===== config.mk =====
export PLATFORM = sky130hd
export DESIGN_NAME = ots_supervisor
export DESIGN_NICKNAME = d
export VERILOG_FILES = /design/src/inc/ots_pkg.sv /design/src/design/ots_supervisor.sv
export VERILOG_INCLUDE_DIRS = /design/src /design/src/inc
export SDC_FILE = /design/constraint.sdc
export NUM_CORES = 1
export LEC_CHECK = 0
export BUFFER_PORTS_ARGS = -buffer_cell sky130_fd_sc_hd__clkbuf_2
export CAP_MARGIN = 30
export CELL_PAD_IN_SITES_DETAIL_PLACEMENT = 0
export CELL_PAD_IN_SITES_GLOBAL_PLACEMENT = 1
export CORE_ASPECT_RATIO = 1.5
export CORE_MARGIN = 3
export CORE_UTILIZATION = 39
export DETAILED_ROUTE_END_ITERATION = 8
export PLACE_DENSITY = 0.86
export SYNTH_ARGS = -nofsm -noshare
export SYNTH_HDL_FRONTEND = slang
export SYNTH_SLANG_ARGS = --single-unit

===== constraint.sdc =====
create_clock -name clk_sys_in -period 6.7 [get_ports clk_sys_in]
set_clock_uncertainty 0.05 [all_clocks]
set_input_delay 0.67 -clock clk_sys_in [delete_from_list [all_inputs] [get_ports clk_sys_in]]
set_output_delay 0.67 -clock clk_sys_in [all_outputs]
set_load 0.01 [all_outputs]

===== src/inc/ots_defs.svh =====
`ifndef OTS_DEFS_SVH
`define OTS_DEFS_SVH
`define OTS_ADDR_SETUP    8'h00
`define OTS_ADDR_TORQUE   8'h04
`define OTS_ADDR_WARN_EN  8'h08
`define OTS_ADDR_CMD      8'h0C
`define OTS_ADDR_STATUS   8'h10
`define OTS_DIR_BIT       0
`define OTS_FWD_F         7:4
`define OTS_REV_F         11:8
`define OTS_STOP_F        13:12
`define OTS_SETUP_MASK    32'h0000_3FF1
`define OTS_SETUP_RST     32'h0000_0210
`define OTS_LIM_OFF       4'h8
`define OTS_TQ_F          9:0
`define OTS_TQ_LIMIT      10'h320
`define OTS_TQ_RST        10'h320
`define OTS_WEN_BIT       0
`define OTS_CLR_BIT       0
`define OTS_RESTART_BIT   1
`define OTS_ST_WARN       0
`define OTS_ST_FWD_OT     1
`define OTS_ST_REV_OT     2
`define OTS_ST_POWER      3
`define OTS_ST_STATE_F    5:4
`define OTS_ST_CODE_F     31:16
`define OTS_WARN_CODE     16'h09A0
`define OTS_NO_CODE       16'h0000
`endif


===== src/inc/ots_pkg.sv =====
package ots_pkg;
  typedef enum logic [1:0] {
    OTS_STOP_COAST,
    OTS_STOP_DEC_CLAMP,
    OTS_STOP_DEC_COAST
  } ots_stop_t;
  typedef enum logic [1:0] {
    OTS_RUN,
    OTS_DECEL,
    OTS_COAST,
    OTS_CLAMP
  } ots_state_t;
endpackage


===== src/design/ots_supervisor.sv =====
// Function
// - Direction bit 0 makes CCW forward, 1 makes CW forward; reference polarity kept.
// - Forward limit on allows forward motion; off blocks it, forward overtravel.
// - Reverse limit on allows reverse motion; off blocks it, reverse overtravel.
// - During overtravel, references away from the active limit still pass.
// - Forward limit enable: 1 uses input, 8 ignores it; applied at restart.
// - Reverse limit enable: 2 uses input, 8 ignores it; applied at restart.
// - Restart-latched stop method: coast, decel then clamp, decel then coast.
// - Zero clamp holds a position loop with zero position reference.
// - Under torque control overtravel always coasts and stays coasting.
// - Emergency stop torque 0 to 800 percent, default 800, immediate.
// - Applied stop torque never exceeds motor maximum torque.
// - Warning detection enable, default off, takes effect immediately.
// - Powered and enabled, an overtravel occurrence not opposite the active reference latches the warning code.
// - With a reference active, only the same-direction limit raises the warning.
// - With no reference, either limit raises the warning.
// - No warning while motor power is off.
// - Power-on during existing overtravel raises no warning.
// - Clear command clears warning unless a new occurrence lands in the same cycle; reappears only on new overtravel.
// - Exceeding an effective software limit also raises the warning.
// - Warning only reports; stop handling and commands are unaffected.
//
// The address map and the APB slave port were decided locally.
`timescale 1ns/1ps
`include "ots_defs.svh"
module ots_supervisor
  import ots_pkg::*;
(
  input  wire logic        clk_sys_in,
  input  wire logic        resetn_in,
  input  wire logic [7:0]  paddr_in,
  input  wire logic        psel_in,
  input  wire logic        penable_in,
  input  wire logic        pwrite_in,
  input  wire logic [31:0] pwdata_in,
  output logic      [31:0] prdata_out,
  output logic             pready_out,
  output logic             pslverr_out,
  input  wire logic        forward_limit_input_in,
  input  wire logic        reverse_limit_input_in,
  input  wire logic        motor_power_in,
  input  wire logic        torque_mode_in,
  input  wire logic        ref_fwd_in,
  input  wire logic        ref_rev_in,
  input  wire logic        motor_stopped_in,
  input  wire logic        soft_limit_fwd_in,
  input  wire logic        soft_limit_rev_in,
  input  wire logic [9:0]  motor_max_torque_in,
  output logic             motor_cw_fwd_out,
  output logic             ref_fwd_pass_out,
  output logic             ref_rev_pass_out,
  output logic             fwd_overtravel_out,
  output logic             rev_overtravel_out,
  output logic             decel_out,
  output logic             coast_out,
  output logic             zero_clamp_out,
  output logic [9:0]       estop_torque_out,
  output logic             limit_warning_out,
  output logic [15:0]      limit_warning_code_out
);

  function automatic logic [9:0] min10(input logic [9:0] a, input logic [9:0] b);
    min10 = (a < b) ? a : b;
  endfunction

  logic [31:0] setup_q;
  logic [31:0] act_q;
  logic        load_q;
  logic [9:0]  torque_q;
  logic        warn_en_q;
  logic        warn_q;
  logic [1:0]  fwd_sync_q;
  logic [1:0]  rev_sync_q;
  logic        fwd_prev_q;
  logic        rev_prev_q;
  logic        sfwd_prev_q;
  logic        srev_prev_q;
  logic [31:0] prdata_q;
  logic        pslverr_q;
  ots_state_t  state_q;
  ots_state_t  state_d;
  ots_stop_t   stop_mode;
  logic        fwd_use;
  logic        rev_use;
  logic        fwd_ot;
  logic        rev_ot;
  logic        ot_hit;
  logic        wr_en;
  logic        setup_ph;
  logic        clr_cmd;
  logic        fwd_ev;
  logic        rev_ev;
  logic        warn_set;
  logic        map_hit;
  logic [31:0] rd_val;

  // APB: registered read data, so pready holds off the setup cycle only
  assign setup_ph    = psel_in & ~penable_in;
  assign pready_out  = psel_in & penable_in;
  assign wr_en       = psel_in & penable_in & pwrite_in;
  assign prdata_out  = prdata_q;
  assign pslverr_out = pslverr_q & pready_out;
  assign clr_cmd     = wr_en & ~pslverr_q & (paddr_in == `OTS_ADDR_CMD) &
                       pwdata_in[`OTS_CLR_BIT];

  always_comb begin
    map_hit = 1'b1;
    rd_val  = 32'h0000_0000;
    if (paddr_in == `OTS_ADDR_SETUP) begin
      rd_val = setup_q;
    end else if (paddr_in == `OTS_ADDR_TORQUE) begin
      rd_val[`OTS_TQ_F] = torque_q;
    end else if (paddr_in == `OTS_ADDR_WARN_EN) begin
      rd_val[`OTS_WEN_BIT] = warn_en_q;
    end else if (paddr_in == `OTS_ADDR_CMD) begin
      rd_val = 32'h0000_0000;
    end else if (paddr_in == `OTS_ADDR_STATUS) begin
      rd_val[`OTS_ST_WARN]    = warn_q;
      rd_val[`OTS_ST_FWD_OT]  = fwd_ot;
      rd_val[`OTS_ST_REV_OT]  = rev_ot;
      rd_val[`OTS_ST_POWER]   = motor_power_in;
      rd_val[`OTS_ST_STATE_F] = state_q;
      rd_val[`OTS_ST_CODE_F]  = warn_q ? `OTS_WARN_CODE : `OTS_NO_CODE;
    end else begin
      map_hit = 1'b0;
    end
  end

  always_ff @(posedge clk_sys_in or negedge resetn_in) begin
    if (!resetn_in) begin
      prdata_q  <= 32'h0000_0000;
      pslverr_q <= 1'b0;
    end else if (setup_ph) begin
      prdata_q  <= pwrite_in ? 32'h0000_0000 : rd_val;
      pslverr_q <= ~map_hit | (paddr_in[1:0] != 2'h0);
    end
  end

  // Pending restart settings; the live copy only moves at a restart
  always_ff @(posedge clk_sys_in or negedge resetn_in) begin
    if (!resetn_in) begin
      setup_q <= `OTS_SETUP_RST;
    end else if (wr_en & ~pslverr_q & (paddr_in == `OTS_ADDR_SETUP)) begin
      setup_q <= pwdata_in & `OTS_SETUP_MASK;
    end
  end

  always_ff @(posedge clk_sys_in or negedge resetn_in) begin
    if (!resetn_in) begin
      load_q <= 1'b1;
    end else begin
      load_q <= wr_en & ~pslverr_q & (paddr_in == `OTS_ADDR_CMD) &
                pwdata_in[`OTS_RESTART_BIT];
    end
  end

  always_ff @(posedge clk_sys_in or negedge resetn_in) begin
    if (!resetn_in) begin
      act_q <= `OTS_SETUP_RST;
    end else if (load_q) begin
      act_q <= setup_q;
    end
  end

  always_ff @(posedge clk_sys_in or negedge resetn_in) begin
    if (!resetn_in) begin
      torque_q <= `OTS_TQ_RST;
    end else if (wr_en & ~pslverr_q & (paddr_in == `OTS_ADDR_TORQUE)) begin
      torque_q <= pwdata_in[`OTS_TQ_F];
    end
  end

  always_ff @(posedge clk_sys_in or negedge resetn_in) begin
    if (!resetn_in) begin
      warn_en_q <= 1'b0;
    end else if (wr_en & ~pslverr_q & (paddr_in == `OTS_ADDR_WARN_EN)) begin
      warn_en_q <= pwdata_in[`OTS_WEN_BIT];
    end
  end

  // Limit pins are asynchronous to the drive clock
  always_ff @(posedge clk_sys_in or negedge resetn_in) begin
    if (!resetn_in) begin
      fwd_sync_q <= 2'h3;
      rev_sync_q <= 2'h3;
    end else begin
      fwd_sync_q <= {fwd_sync_q[0], forward_limit_input_in};
      rev_sync_q <= {rev_sync_q[0], reverse_limit_input_in};
    end
  end

  // Any code other than the ignore value keeps the limit armed, the safe side
  assign fwd_use   = act_q[`OTS_FWD_F] != `OTS_LIM_OFF;
  assign rev_use   = act_q[`OTS_REV_F] != `OTS_LIM_OFF;
  assign fwd_ot    = fwd_use & ~fwd_sync_q[1];
  assign rev_ot    = rev_use & ~rev_sync_q[1];
  assign stop_mode = ots_stop_t'(act_q[`OTS_STOP_F]);

  assign motor_cw_fwd_out   = act_q[`OTS_DIR_BIT];
  assign fwd_overtravel_out = fwd_ot;
  assign rev_overtravel_out = rev_ot;
  assign ref_fwd_pass_out   = ref_fwd_in & ~fwd_ot;
  assign ref_rev_pass_out   = ref_rev_in & ~rev_ot;
  assign ot_hit = (fwd_ot & ref_fwd_in) | (rev_ot & ref_rev_in);

  always_comb begin
    state_d = state_q;
    case (state_q)
      OTS_RUN: begin
        if (ot_hit) begin
          if (torque_mode_in || stop_mode == OTS_STOP_DEC_CLAMP ||
              stop_mode == OTS_STOP_DEC_COAST) begin
            state_d = torque_mode_in ? OTS_COAST : OTS_DECEL;
          end else begin
            state_d = OTS_COAST;
          end
        end
      end
      OTS_DECEL: begin
        if (!ot_hit) begin
          state_d = OTS_RUN;
        end else if (torque_mode_in) begin
          state_d = OTS_COAST;
        end else if (motor_stopped_in) begin
          state_d = (stop_mode == OTS_STOP_DEC_CLAMP) ? OTS_CLAMP : OTS_COAST;
        end
      end
      OTS_COAST: begin
        if (!ot_hit) begin
          state_d = OTS_RUN;
        end
      end
      OTS_CLAMP: begin
        if (!ot_hit) begin
          state_d = OTS_RUN;
        end else if (torque_mode_in) begin
          state_d = OTS_COAST;
        end
      end
      default: begin
        state_d = OTS_RUN;
      end
    endcase
  end

  // The warning never feeds this machine: it only reports
  always_ff @(posedge clk_sys_in or negedge resetn_in) begin
    if (!resetn_in) begin
      state_q <= OTS_RUN;
    end else begin
      state_q <= state_d;
    end
  end

  assign decel_out      = state_q == OTS_DECEL;
  assign coast_out      = state_q == OTS_COAST;
  assign zero_clamp_out = state_q == OTS_CLAMP;

  always_ff @(posedge clk_sys_in or negedge resetn_in) begin
    if (!resetn_in) begin
      estop_torque_out <= `OTS_TQ_RST;
    end else begin
      estop_torque_out <= min10(min10(torque_q, `OTS_TQ_LIMIT),
                                motor_max_torque_in);
    end
  end

  // Edge detection: only a fresh occurrence counts, never a standing one
  always_ff @(posedge clk_sys_in or negedge resetn_in) begin
    if (!resetn_in) begin
      fwd_prev_q  <= 1'b0;
      rev_prev_q  <= 1'b0;
      sfwd_prev_q <= 1'b0;
      srev_prev_q <= 1'b0;
    end else begin
      fwd_prev_q  <= fwd_ot;
      rev_prev_q  <= rev_ot;
      sfwd_prev_q <= soft_limit_fwd_in;
      srev_prev_q <= soft_limit_rev_in;
    end
  end

  assign fwd_ev = (fwd_ot & ~fwd_prev_q) |
                  (soft_limit_fwd_in & ~sfwd_prev_q);
  assign rev_ev = (rev_ot & ~rev_prev_q) |
                  (soft_limit_rev_in & ~srev_prev_q);
  assign warn_set = warn_en_q & motor_power_in & (
                    (fwd_ev & ~ref_rev_in) |
                    (rev_ev & ~ref_fwd_in));

  always_ff @(posedge clk_sys_in or negedge resetn_in) begin
    if (!resetn_in) begin
      warn_q <= 1'b0;
    end else if (warn_set) begin
      warn_q <= 1'b1;
    end else if (clr_cmd) begin
      warn_q <= 1'b0;
    end
  end

  always_ff @(posedge clk_sys_in or negedge resetn_in) begin
    if (!resetn_in) begin
      limit_warning_out      <= 1'b0;
      limit_warning_code_out <= `OTS_NO_CODE;
    end else begin
      limit_warning_out      <= warn_q;
      limit_warning_code_out <= warn_q ? `OTS_WARN_CODE : `OTS_NO_CODE;
    end
  end

  a_fwd_block_ref: assert property (
    @(posedge clk_sys_in) disable iff (!resetn_in)
    fwd_ot |-> !ref_fwd_pass_out)
    else $error("forward reference passed into forward limit");

  a_rev_block_ref: assert property (
    @(posedge clk_sys_in) disable iff (!resetn_in)
    rev_ot |-> !ref_rev_pass_out)
    else $error("reverse reference passed into reverse limit");

  a_opposite_ref_ok: assert property (
    @(posedge clk_sys_in) disable iff (!resetn_in)
    (fwd_ot && !rev_ot && ref_rev_in && !ref_fwd_in) |-> ref_rev_pass_out)
    else $error("reference away from limit was blocked");

  a_sync_two_ff: assert property (
    @(posedge clk_sys_in) disable iff (!resetn_in)
    (fwd_use && $past(fwd_use, 2)) |-> (fwd_ot == !$past(forward_limit_input_in, 2)))
    else $error("forward limit not seen two cycles late");

  a_torque_mode_coast: assert property (
    @(posedge clk_sys_in) disable iff (!resetn_in)
    (torque_mode_in && ot_hit) |=> (state_q == OTS_COAST))
    else $error("torque control did not coast on overtravel");

  a_clamp_after_stop: assert property (
    @(posedge clk_sys_in) disable iff (!resetn_in)
    (state_q == OTS_DECEL && ot_hit && !torque_mode_in && motor_stopped_in &&
     stop_mode == OTS_STOP_DEC_CLAMP) |=> zero_clamp_out)
    else $error("no zero clamp after deceleration stop");

  a_torque_clamped: assert property (
    @(posedge clk_sys_in) disable iff (!resetn_in)
    ##1 (estop_torque_out <= $past(motor_max_torque_in)) &&
        (estop_torque_out <= `OTS_TQ_LIMIT))
    else $error("stop torque above motor or range limit");

  a_warn_needs_power: assert property (
    @(posedge clk_sys_in) disable iff (!resetn_in)
    $rose(warn_q) |-> $past(motor_power_in) && $past(warn_en_q))
    else $error("warning raised while unpowered or disabled");

  a_warn_latched: assert property (
    @(posedge clk_sys_in) disable iff (!resetn_in)
    (warn_q && !clr_cmd) |=> warn_q [*1] ##1 (warn_q || $past(clr_cmd)))
    else $error("warning dropped without clear");

  a_warn_direction: assert property (
    @(posedge clk_sys_in) disable iff (!resetn_in)
    (!warn_q && ref_fwd_in && !ref_rev_in && !fwd_ev) |=> !warn_q)
    else $error("warning from limit opposite to reference");

  a_clear_works: assert property (
    @(posedge clk_sys_in) disable iff (!resetn_in)
    (clr_cmd && !warn_set) |=> !warn_q ##1 !limit_warning_out)
    else $error("clear command did not clear warning");

  a_code_follows: assert property (
    @(posedge clk_sys_in) disable iff (!resetn_in)
    warn_set |=> ##1 (limit_warning_out && limit_warning_code_out == `OTS_WARN_CODE))
    else $error("warning code not shown two cycles after event");

endmodule


==> summary.md <==
| Metric | Value |
|---|---|
| CP delay by family, top | `compound AO/OA/AOI/OAI gates` |
| Via count | `2477` |
| Non-Filler Instances | `501` |
| CTS-repair resized insts | `0` |
| Synthesized flop and latch total | `72` |
| CP arrival | `2.77 ns` |
| CTS hold repair buffers | `0` |
| Core Rows | `41` |
| Top Usage Layer GRT | `met2` |
| GRT met1 Usage | `0.165` |
| Leak Pwr | `0.00213 uW` |
| 1st-iter DRT viols | `117` |
| Area share of the leading cell type in the synthesized netlist | `0.408` |
| I/O pins | `133` |
| Crit-path slowest cell | `o311ai_2` |
| CP Max Fanout | `10` |
| Area of the multi-input gates | `0.00143 mm^2` |
| Die Y | `122 um` |
| Reg area | `0.00182 mm^2` |
| Period utilization | `0.391` |
| Clock tree buffer depth | `2` |
| Crit path buf inv count | `0` |
| Pwr/cell area | `233 mW/mm^2` |
| Seq/Total Area, Yosys | `0.521` |
| Final Net Count | `462` |
| Minimum clock period after layout | `2.62 ns` |
| Clk network pwr share | `0.480` |
| Max_cap viols | `0` |
| Post-Syn Area per Cell | `11.5 um^2` |
| EDFF count, synth | `0` |
| CP endpoint kind | `flip-flop` |
| Total power | `976 uW` |
| Die width | `83.3 um` |
| Achievable Freq | `382 MHz` |
| Met3 Use GR | `0.0318` |
| Dominant synthesized flop cell | `dfrtp_1` |
| Worst r2r src | `torque_q[6]` |
| Setup Viol. Count Final | `0` |
| R2R depth | `8` |
| CP Class | `reg -> reg` |
| TritonCTS clock tree | `yes` |
| Full die area | `0.0102 mm^2` |
| Hold Path Class | `reg -> reg` |
| R2R Path End | `estop_torque_out[1]` |
| Part of the power in registers | `0.458` |
| Synth cell types | `41` |
| Met2 Usage GRT | `0.288` |
| Ant diodes | `0` |
| Setup TNS | `0 ns` |
| Final Hold Viols | `0` |
| Synthesized area | `0.00350 mm^2` |
| Psw | `224 uW` |
| Hold worst-path end | `rev_sync_q[1]` |
| Drt first pass iters | `4` |
| Combinational Power Share | `0.063` |
| CTS sink cnt | `72` |
| WL per Instance | `15.1 um` |
| R2R Setup Slk | `4.08 ns` |
| Max stage delay on crit path | `0.49 ns` |
| Top post-synthesis cells by area | `dfrtp_1, mux2_2, dfstp_2` |
| Status | `finished clean` |
| Largest net degree at the start of global routing | `73` |
| Switching Fraction | `0.229` |
| Layout cells sized above 1 | `0.434` |
| Final Max Tran Viols | `0` |
| Root Driver | `clkbuf_16` |
| Biggest area consumer among synthesized cells | `dfrtp_1` |
| Maximum vdd ir drop | `0.166 mV` |
| YS warnings | `0` |
| Async set-or-reset flop fraction in the synthesized netlist | `1.00` |
| WP data required | `6.85 ns` |
| CORE AREA | `0.00857 mm^2` |
| Number of global-route vias before repair | `2556` |
| Slew HR | `0.410` |
| Cell count after placement | `485` |
| H-Tree Depth | `3` |
| # port buffers | `88` |
| Via density | `4.94` |
| Post-route ant nets | `0` |
| GRT Total Usage | `0.153` |
| Cells after Synth | `304` |
| RSZ-0062 raised after global routing | `no` |
| GRT overflow | `0` |
| Element type at the critical path start | `flip-flop` |
| Crit-path cells | `o311ai_2 -> nand2b_1 -> ha_1 -> nand2_1 -> nor2_1 -> o2111ai_1 -> o21ai_4 -> mux2_2` |
| Setup bufs post-CTS | `0` |
| Drt total wl | `7550 um` |
| Dpl hpwl | `5890 um` |
| Least-Margin Pin Slew | `0.885 ns` |
| Num CTS Buffers | `9` |
| Post-route DRC | `0` |
| Min-delay src | `rev_sync_q[0]` |
| Fillers | `842` |
| WHS | `0.310 ns` |
| First-pass GRT wire length | `12200 um` |
| Clock latency on the worst-skew pair | `0.33 ns` |
| Reg clk slew, reported paths | `0.06 ns` |
| Initial antenna violation count | `0` |
| Starting Density | `0.408` |
| Internal power | `752 uW` |
| Area Overhead vs Synth | `19.9%` |
| Gpl congestion | `0.819` |
| Worst Hold Depth | `0` |
worst register-to-register path, stage by stage (launching register included):
cell and delay, ns:
dfrtp_1 0.41, o311ai_2 0.49, nand2b_1 0.14, ha_1 0.32, nand2_1 0.07, nor2_1 0.09, o2111ai_1 0.18, o21ai_4 0.37
mux2_2 0.39
logic make-up after synthesis:
family / Yosys count / share of synthesized area
flops: 72 / 0.521
simple gates: 71 / 0.110
buf+inv: 56 / 0.0966
compound gates: 52 / 0.102
mux: 43 / 0.138
fa+ha+maj: 9 / 0.0322
other cells: 1 / 0.00107
stage by stage:
stage	area, um^2	worst slack (ns)	util
floorplan	3590	4.34	-
global placement	3890	4.07	0.455
detailed placement	3890	4.04	0.455
CTS	4190	4.02	0.489
global route	4190	3.75	0.489
finish	4190	4.08	0.489
cells in the final DEF, fill, tap and decap left out, types with 4 or more instances in the layout:
master,Yosys,final
nor2b_1,4,4
mux2_2,40,40
dfrtp_1,57,57
inv_1,16,16
nand2_1,22,22
conb_1,1,26
a21oi_1,9,9
ha_1,9,9
a22oi_1,8,8
dfstp_2,15,15
nor2_1,14,14
nor3_1,6,6
and2_1,7,7
clkbuf_16,0,9
a22o_1,4,4
clkbuf_2,0,87
o21ai_0,18,18
synth_stat cells (3+ instances only):
cell / count
and2_1: 7
ha_1: 9
nand2b_1: 3
nor3_1: 6
buf_4: 34
clkbuf_1: 6
nor4b_1: 3
nor2_1: 14
mux2_2: 40
a21oi_1: 9
nor2b_1: 4
a22o_1: 4
nand2_1: 22
a22oi_1: 8
o21ai_0: 18
inv_1: 16
nor4_2: 3
dfrtp_1: 57
dfstp_2: 15
cell type report:
cell class,count,area share
sequential,72,0.434
clock inverter,7,0.0173
timing repair buffer,89,0.107
clock buffer,9,0.0537
tap,107,0.0319
inverter,16,0.0143
multi-input combinational,201,0.342
power by group through the flow:
stage	sequential, uW	combinational [uW]	clock, uW
after floorplan	454	39.2	0
after global placement	454	61.0	0
after detailed placement	454	62.0	0
after CTS	446	62.2	478
after global routing	447	69.0	498
final	446	61.1	468
worst max-delay path by stage:
stage,endpoint,slack (ns),startpoint,cells after the start
final,estop_torque_out[1],4.08,torque_q[6],8
after global routing,estop_torque_out[1],3.75,torque_q[6],8
after CTS,estop_torque_out[1],4.02,torque_q[6],8
after detailed placement,estop_torque_out[1],4.04,torque_q[6],8
after global placement,estop_torque_out[1],4.07,torque_q[6],8
after floorplan,estop_torque_out[1],4.34,torque_q[6],8
flip-flops by register name, indices dropped and copies added (netlist names), 2 cells and up:
register,cells
state_q,2
act_q,11
setup_q,11
fwd_sync_q,2
torque_q,10
prdata_out,15
estop_torque_out,10
rev_sync_q,2
layer usage:
metal / share of wire / vias up / wire (um)
li1: - / 1179 / -
met1: 0.36 / 1216 / 2730
met2: 0.57 / 75 / 4280
met3: 0.057 / 7 / 429
met4: 0.015 / 0 / 111
met5: 0 / - / 0
Note: power is estimated with default switching activity, not from simulation.
